--- src/rtl/io_pin_regs.svh ---
// constants for the pin group block
`ifndef IO_PIN_REGS_SVH
`define IO_PIN_REGS_SVH
`define PIN_COUNT 8
`define LATCH_POR_VALUE 8'h00
`define ZERO_PINS 8'h00
`define CFG_DONE_CYCLES 4'h4
`endif

--- src/rtl/io_pin_pkg.sv ---
// types for the pin group block
`default_nettype none
package io_pin_pkg;
  typedef enum logic [1:0] {
    IRQ_NONE = 2'h0,
    IRQ_RISE = 2'h1,
    IRQ_FALL = 2'h2,
    IRQ_BOTH = 2'h3
  } irq_mode_type;
  typedef enum logic [1:0] {
    SYNC_DOUBLE = 2'h0,
    SYNC_SINGLE = 2'h1,
    SYNC_TRANSPARENT = 2'h2
  } in_sync_type;
  typedef enum logic [1:0] {
    OUT_TRANSPARENT = 2'h0,
    OUT_SINGLE = 2'h1,
    OUT_CLOCK = 2'h2,
    OUT_CLOCK_INV = 2'h3
  } out_mode_type;
  typedef enum logic [1:0] {
    CFG_RESET = 2'h0,
    CFG_DRIVE = 2'h1,
    CFG_INIT = 2'h2,
    CFG_RUN = 2'h3
  } cfg_state_type;
endpackage
`default_nettype wire

--- src/rtl/io_pin_sync_and_edge_irq.sv ---
// pin group: init latch, in/out sync, edge events, port interrupt
`include "io_pin_regs.svh"
`default_nettype none
module io_pin_sync_and_edge_irq
  import io_pin_pkg::*;
(
  // clock and reset
  input wire logic i_clk,
  input wire logic i_rst,
  // pin side
  input wire logic [`PIN_COUNT-1:0] i_pin_in,
  output logic [`PIN_COUNT-1:0] o_pin_out,
  output logic [`PIN_COUNT-1:0] o_pin_oe,
  // output data source and drive control
  input wire logic [`PIN_COUNT-1:0] i_init_value,
  input wire logic [`PIN_COUNT-1:0] i_hw_out_conn,
  input wire logic [`PIN_COUNT-1:0] i_hw_out,
  input wire logic [`PIN_COUNT-1:0] i_hw_oe_used,
  input wire logic [`PIN_COUNT-1:0] i_hw_oe,
  input wire logic [`PIN_COUNT-1:0] i_drive_en,
  // software access to the data latch
  input wire logic i_sw_write,
  input wire logic [`PIN_COUNT-1:0] i_sw_data,
  output logic [`PIN_COUNT-1:0] o_output_data_latch,
  // input path control
  input wire logic [`PIN_COUNT-1:0] i_in_buf_en,
  input wire logic [`PIN_COUNT-1:0] i_hw_in_conn,
  input wire logic [1:0] i_in_sync,
  // output path control
  input wire logic [1:0] i_out_mode,
  input wire logic i_out_clock,
  // interrupt mode, two bits per pin
  input wire logic [2*`PIN_COUNT-1:0] i_irq_mode,
  // input level results
  output logic [`PIN_COUNT-1:0] o_pin_level_state,
  output logic [`PIN_COUNT-1:0] o_hw_in,
  // event clear and status
  input wire logic i_clear_pin_events_call,
  output logic [`PIN_COUNT-1:0] o_clear_result,
  output logic o_port_irq,
  output logic o_cfg_done
);
  cfg_state_type cfg_q, cfg_d;
  logic [3:0] cnt_q, cnt_d;
  logic [`PIN_COUNT-1:0] latch_q, latch_d;
  logic [`PIN_COUNT-1:0] s1_q, s2_q, prev_q, prev_d;
  logic [`PIN_COUNT-1:0] ev_q, ev_d, res_q, res_d;
  logic [`PIN_COUNT-1:0] outr_q, outr_d;
  logic [`PIN_COUNT-1:0] lvl, rise, fall, hit, outsrc;
  in_sync_type isync;
  out_mode_type omode;
  // per-pin results of the decode functions and the synchroniser next values
  logic [`PIN_COUNT-1:0] pin_drv;
  logic [`PIN_COUNT-1:0] pin_en;
  logic [`PIN_COUNT-1:0] qual;
  logic [`PIN_COUNT-1:0] s1_d;
  logic [`PIN_COUNT-1:0] s2_d;
  // configuration finished, pins may drive and edges count
  logic run;

  assign isync = in_sync_type'(i_in_sync);
  assign omode = out_mode_type'(i_out_mode);

  // configuration done flag
  assign run = (cfg_q == CFG_RUN);

  // edge qualifier for one pin given its two-bit mode
  function automatic logic edge_hit(input logic [1:0] m, input logic r,
                                    input logic f);
    case (m)
      IRQ_RISE: edge_hit = r;
      IRQ_FALL: edge_hit = f;
      IRQ_BOTH: edge_hit = r | f;
      default: edge_hit = 1'b0;
    endcase
  endfunction

  // level seen by one pin for the chosen synchroniser depth
  function automatic logic sync_pick(input in_sync_type s, input logic raw,
                                     input logic one, input logic two);
    case (s)
      SYNC_SINGLE: sync_pick = one;
      SYNC_TRANSPARENT: sync_pick = raw;
      default: sync_pick = two;
    endcase
  endfunction

  // data source for one pin: hardware signal if connected, else the latch
  function automatic logic source_pick(input logic conn, input logic hw,
                                       input logic dl);
    source_pick = conn ? hw : dl;
  endfunction

  // value driven on one pin for the chosen output mode
  function automatic logic drive_pick(input out_mode_type o,
                                      input logic src, input logic held,
                                      input logic gate, input logic ck);
    case (o)
      OUT_SINGLE: drive_pick = held;
      OUT_CLOCK: drive_pick = gate & ck;
      OUT_CLOCK_INV: drive_pick = gate & ~ck;
      default: drive_pick = src;
    endcase
  endfunction

  // driver enable for one pin: configured, drive on, hw enable if used
  function automatic logic enable_pick(input logic ready, input logic drv,
                                       input logic used, input logic hw_oe);
    enable_pick = ready & drv & (~used | hw_oe);
  endfunction

  // next event bit: a clear drops it, a qualified edge sets it again;
  // the set wins so an edge in the clear cycle is not lost
  function automatic logic event_next(input logic clr, input logic pend,
                                      input logic seen);
    event_next = (pend & ~clr) | seen;
  endfunction

  // configuration sequence: reset state, drive mode, then initial value
  // the count stands in for the drive mode step; pins stay undriven through it and the initial value step after it,
  // up to the run state, so no stale level reaches the pad
  always_comb begin
    cfg_d = cfg_q;
    cnt_d = cnt_q;
    case (cfg_q)
      CFG_RESET: cfg_d = CFG_DRIVE;
      CFG_DRIVE: begin
        cnt_d = cnt_q + 4'h1;
        if (cnt_q == `CFG_DONE_CYCLES) begin
          cfg_d = CFG_INIT;
        end
      end
      CFG_INIT: cfg_d = CFG_RUN;
      CFG_RUN: cfg_d = CFG_RUN;
      default: cfg_d = CFG_RESET;
    endcase
  end

  always_ff @(posedge i_clk) begin
    if (i_rst) begin
      cfg_q <= CFG_RESET;
      cnt_q <= 4'h0;
    end else begin
      cfg_q <= cfg_d;
      cnt_q <= cnt_d;
    end
  end

  // output data latch: reset low, initial value, then software writes
  // writes before configuration ends are dropped, so an early write
  // never overwrites the initial value
  always_comb begin
    latch_d = latch_q;
    if (cfg_q == CFG_INIT) begin
      latch_d = i_init_value;
    end else if (cfg_q == CFG_RUN && i_sw_write) begin
      latch_d = i_sw_data;
    end
  end

  always_ff @(posedge i_clk) begin
    if (i_rst) begin
      latch_q <= `LATCH_POR_VALUE;
    end else begin
      latch_q <= latch_d;
    end
  end

  // input synchroniser: next values of both stages
  // double sync
  always_comb begin
    s1_d = i_pin_in;
    s2_d = s1_q;
  end

  // input synchroniser flops on the block clock
  // both stages run in every mode so a mode change sees settled samples
  always_ff @(posedge i_clk) begin
    if (i_rst) begin
      s1_q <= `ZERO_PINS;
      s2_q <= `ZERO_PINS;
    end else begin
      s1_q <= s1_d;
      s2_q <= s2_d;
    end
  end

  // select synchronised level per pin and gate by input buffer
  // transparent mode hands a raw asynchronous level to the edge logic;
  // whoever selects it takes on the metastability risk
  generate
    for (genvar p = 0; p < `PIN_COUNT; p++) begin : g_in
      assign lvl[p] = i_in_buf_en[p] &
        sync_pick(isync, i_pin_in[p], s1_q[p], s2_q[p]);
    end
  endgenerate

  assign o_pin_level_state = lvl;
  assign o_hw_in = lvl & i_hw_in_conn;

  // edge detect and sticky event latches
  generate
    for (genvar g = 0; g < `PIN_COUNT; g++) begin : g_edge
      assign rise[g] = lvl[g] & ~prev_q[g];
      assign fall[g] = ~lvl[g] & prev_q[g];
      assign hit[g] = edge_hit(i_irq_mode[2*g+:2], rise[g], fall[g]);
    end
  endgenerate

  // edges count only once configuration is done; levels seen while the
  // pins settle out of reset would otherwise latch false events
  assign qual = hit & {`PIN_COUNT{run}};

  // next values of previous sample, event latches and clear result
  always_comb begin
    prev_d = lvl;
    res_d = res_q;
    ev_d = ev_q;
    if (i_clear_pin_events_call) begin
      res_d = ev_q;
    end
    for (int k = 0; k < `PIN_COUNT; k++) begin
      ev_d[k] = event_next(i_clear_pin_events_call, ev_q[k], qual[k]);
    end
  end

  always_ff @(posedge i_clk) begin
    if (i_rst) begin
      prev_q <= `ZERO_PINS;
      ev_q <= `ZERO_PINS;
      res_q <= `ZERO_PINS;
    end else begin
      prev_q <= prev_d;
      ev_q <= ev_d;
      res_q <= res_d;
    end
  end

  assign o_port_irq = |ev_q;
  assign o_clear_result = res_q;

  // output source and registered stage
  // hardware data overrides the latch in the transparent and registered modes,
  // so a hw-driven pin there never shows the initial value; clock modes still gate by the latch
  generate
    for (genvar p = 0; p < `PIN_COUNT; p++) begin : g_src
      assign outsrc[p] = source_pick(i_hw_out_conn[p], i_hw_out[p],
                                     latch_q[p]);
    end
  endgenerate
  assign outr_d = outsrc;

  always_ff @(posedge i_clk) begin
    if (i_rst) begin
      outr_q <= `ZERO_PINS;
    end else begin
      outr_q <= outr_d;
    end
  end

  // pin drive and driver enable per pin
  // in clock modes the data latch gates the clock, so a latch left low
  // keeps the pin quiet whatever the clock source does
  generate
    for (genvar p = 0; p < `PIN_COUNT; p++) begin : g_out
      assign pin_drv[p] = drive_pick(omode, outsrc[p], outr_q[p],
                                     latch_q[p], i_out_clock);
      assign pin_en[p] = enable_pick(run, i_drive_en[p], i_hw_oe_used[p],
                                     i_hw_oe[p]);
    end
  endgenerate

  // port outputs
  assign o_pin_out = pin_drv;
  assign o_pin_oe = pin_en;
  assign o_output_data_latch = latch_q;
  assign o_cfg_done = run;
endmodule
`default_nettype wire

--- config.mk ---
export PLATFORM = sky130hd
export DESIGN_NAME = io_pin_sync_and_edge_irq
export DESIGN_NICKNAME = d
export VERILOG_FILES = /design/src/rtl/io_pin_pkg.sv /design/src/rtl/io_pin_sync_and_edge_irq.sv
export VERILOG_INCLUDE_DIRS = /design/src /design/src/rtl
export SDC_FILE = /design/constraint.sdc
export NUM_CORES = 1
export LEC_CHECK = 0
export ABC_CLOCK_PERIOD_IN_PS = 5700
export BUFFER_PORTS_ARGS = -buffer_cell sky130_fd_sc_hd__buf_2
export CORE_MARGIN = 10
export CORE_UTILIZATION = 34
export DETAILED_ROUTE_END_ITERATION = 12
export SLEW_MARGIN = 20
export SYNTH_ARGS = -nofsm -noshare
export SYNTH_HDL_FRONTEND = slang
export SYNTH_SLANG_ARGS = --single-unit
--- constraint.sdc ---
create_clock -name i_clk -period 5.7 [get_ports i_clk]
set_input_delay 1.14 -clock i_clk [delete_from_list [all_inputs] [get_ports i_clk]]
set_output_delay 1.14 -clock i_clk [all_outputs]
set_load 0.03 [all_outputs]
==> impl_results.md <==
- Result of the run: completed
- Clock tree from TritonCTS: built
- Global router's overall resource usage: 0.132
- Peak Freq: about 0.26 GHz
- Post-CTS setup buffers: 0
- Nets: 614
- Setup-violating endpoint count in the final report: 0
- Critical path data arrival time: approximately 2.7 ns
- Worst-case hold slack: roughly 0.47 ns
- Clock sink count: between 60 and 70
- Part of the Yosys area used for sequential elements: 0.394
- Overall via count from detail_route: slightly below 3000
- Area of the placeable core: between 9000 and 10000 um2
- Clock insertion delay at the later pin of the skew report: ~0.33 ns
- Nets in the synthesized netlist: approximately 470
- Number of DRC violations after detailed routing: 0
- Post-synthesis instance total: about 340
- Highest net fanout along the worst path: 16
- Power density cells: about 240 nW/um2
- Die Footprint: about 14000 um2
- Routability congestion estimate from global placement: 0.792
- Final Hold Fails: 0
- Relative slew slack: 0.572
- Total number of placement rows: 35
- Max-cap viol count: 0
- Antenna cell count: 0
- Violation count after the first detailed-route iteration: 84
- Flip-flop and latch count after synthesis: 62
- Clk root buf: sky130_fd_sc_hd__clkbuf_8
- Initial antenna violation count: 1
- Final ANT Viol Nets: 0
- CP endpoint kind: output port
- Dominant cell type by area after synthesis: sky130_fd_sc_hd__dfxtp_1
- Critical path's top delay family: adder cells
- Min-delay worst type: flip-flop to flip-flop
- Count of buffers inserted at the top-level ports: roughly 150
- Final setup skew: 0.00670 ns
- Final slew viol count: 0
- Leakage power figure: 2.11 nW
- Category of the critical setup timing path: input port to output port
- Post-synth cell types: 35
- Share of cells above drive strength 1: 0.383
- Largest buffer count on any clock path: 2
- Synth-to-layout area growth: 32.3%
- Die extent in x: ~120 um
- Minimum clock period after layout: 3.84 ns
- Number of buffers inserted for hold repair after clock tree synthesis: 0
- Largest cells by area after synthesis: sky130_fd_sc_hd__dfxtp_1 39%, sky130_fd_sc_hd__ha_1 7.9%, sky130_fd_sc_hd__mux2i_1 6.4%
- IO Pins: between 150 and 200
- Maximum vdd drop: ~0.14 mV
- Detailed-router iteration count before antenna repair: 4
- Data required, critical path: between 4 and 5 ns
- Worst Tran Pin Value: 0.642 ns
- Period utilization: 0.674
- Final global-route overflow total: 0
- Ratio of routed vias to standard cells: approximately 4.8
- Synthesized area per cell: a little over 9 um2
- Cell mode on critical path: sky130_fd_sc_hd__buf_2
- Mean routed wirelength per cell: around 15 um
- Filler cell count in the final layout: 940
- Biggest cell delay along the critical path: 0.50 ns
- Cell-by-cell listing of the critical path: buf_2 -> inv_1 -> ha_1 -> a221o_1 -> nand3_1 -> inv_2 -> and2_1 -> buf_2
- # resized after CTS: 0
- Post-detailed-routing wire length: ~9000 um
- Share of the synthesized area in the top cell type: 0.394
- Die extent in y: 116 um
- CP max-delay cell: sky130_fd_sc_hd__ha_1
- Number of levels in the clock H-tree: 3
- Number of global-route vias before repair: 2921
- Initial Util: 0.346
- Pin count of the biggest net entering global routing: 57
- Critical path buffer and inverter count: 4
- Startpoint type of the worst setup path: input port
- Final sum of negative setup slack: 0 ns
- Post-CTS clock slew at the launch and capture registers of the worst setup and hold paths: roughly 0.07 ns
- Post-DP HPWL: around 7300 um
- Number of buffers added by the clock tree synthesis step: 9
- Unrepaired setup endpoints after global routing: no
- Syn. warnings: 0
- First-pass GRT wire length: approximately 14000 um
- Cell area after synthesis: between 3000 and 4000 um2
==> stage by stage <==
stage          power (mW)  cells  cell area, um2  utilization  worst slack [ns]
5_1_grt              1.08    605            4170        0.457              1.73
3_3_place_gp        0.633    589            3960        0.434              1.89
6_report             1.02    605            4170        0.457              1.86
4_1_cts              1.04    605            4160        0.457              1.85
2_1_floorplan       0.567    343            3150            -              2.10
3_5_place_dp        0.634    589            3960        0.434              1.85
==> registers in the layout (all words and copies together), names as in the netlist <==
register and cells:
cfg_q 2, cnt_q 4, ev_q 8, o_clear_result 8
o_output_data_latch 8, outr_q 8, prev_q 8, s1_q 8
s2_q 8
==> kinds of logic after synthesis <==
family,after synthesis,share of synthesized area
muxes,28,0.0922
xor gates and xnor gates,3,0.0107
AOI/OAI and AO/OA,65,0.143
DFF,62,0.394
adders and majority gates,20,0.0795
and+or+nand+nor,126,0.224
buffers and inverters,39,0.0564
==> worst register-to-register path, cell delays in order, from the launching register on <==
cell                      delay, ns
sky130_fd_sc_hd__dfxtp_1       0.31
sky130_fd_sc_hd__a221o_1       0.29
sky130_fd_sc_hd__nand3_1       0.15
sky130_fd_sc_hd__ha_1          0.26
sky130_fd_sc_hd__and2_1        0.15
sky130_fd_sc_hd__o21ai_0       0.22
sky130_fd_sc_hd__a32o_1        0.19
==> cells in the mapped netlist (all sizes together) <==
master / number
a32o: 8
inv: 20
o21ai: 20
nand3b: 4
a21oi: 12
clkbuf: 6
xor2: 2
ha: 20
mux2i: 20
and3: 8
a311oi: 4
and2: 17
dfxtp: 62
mux2: 8
a211oi: 4
or3: 1
a21o: 8
nor2: 28
nor4: 2
o22ai: 1
nand2: 4
nor2b: 26
nand2b: 18
and3b: 1
nand3: 17
buf: 13
a221o: 8
xnor2: 1
==> final cells by class <==
type | count | area [um2] | area share
tap | 111 | 139 | 0.0333
sequential | 62 | 1240 | 0.298
clock inverter | 6 | 68.8 | 0.0165
clock buffer | 10 | 138 | 0.0330
timing repair buffer | 154 | 773 | 0.186
multi-input combinational | 242 | 1730 | 0.415
inverter | 20 | 75.1 | 0.0180
==> metal layers <==
metal  GRT usage  vias to the layer above  wire, um  share of wire
met5           0                        -         0              0
met4      0.0525                        0       112          0.012
met3      0.0349                       11       764          0.083
met2       0.216                       89      4350           0.47
met1       0.162                     1341      4000           0.43
li1            -                     1481         -              -
==> power by group <==
part	switching [mW]	total, mW	internal (mW)
clock network	0.180	0.396	0.217
logic	0.0933	0.169	0.0760
registers	0.00853	0.455	0.446
total	0.281	1.02	0.739
==> final timing paths <==
check	end	from	depth (start not counted)	slack, ns
setup / recovery	o_hw_in[7]	i_in_sync[0]	8	1.86
hold / removal	s2_q[7]	s1_q[7]	1	0.47
setup reg to reg	ev_q[6]	s1_q[6]	6	4.08
hold reg to reg	s2_q[7]	s1_q[7]	1	0.47
==> cell usage in the layout, fill, tap and decap left out, drive strengths merged <==
cell and n:
a211oi 4, a21o 8, a21oi 12, a221o 8
a311oi 4, a32o 8, and2 17, and3 8
and3b 1, buf 154, bufinv 1, clkbuf 10
clkinv 2, clkinvlp 1, dfxtp 62, ha 20
inv 22, mux2 8, mux2i 20, nand2 4
nand2b 18, nand3 17, nand3b 4, nor2 28
nor2b 26, nor4 2, o21ai 20, o22ai 1
or3 1, xnor2 1, xor2 2
No activity file was read; power rests on OpenSTA's default activity.
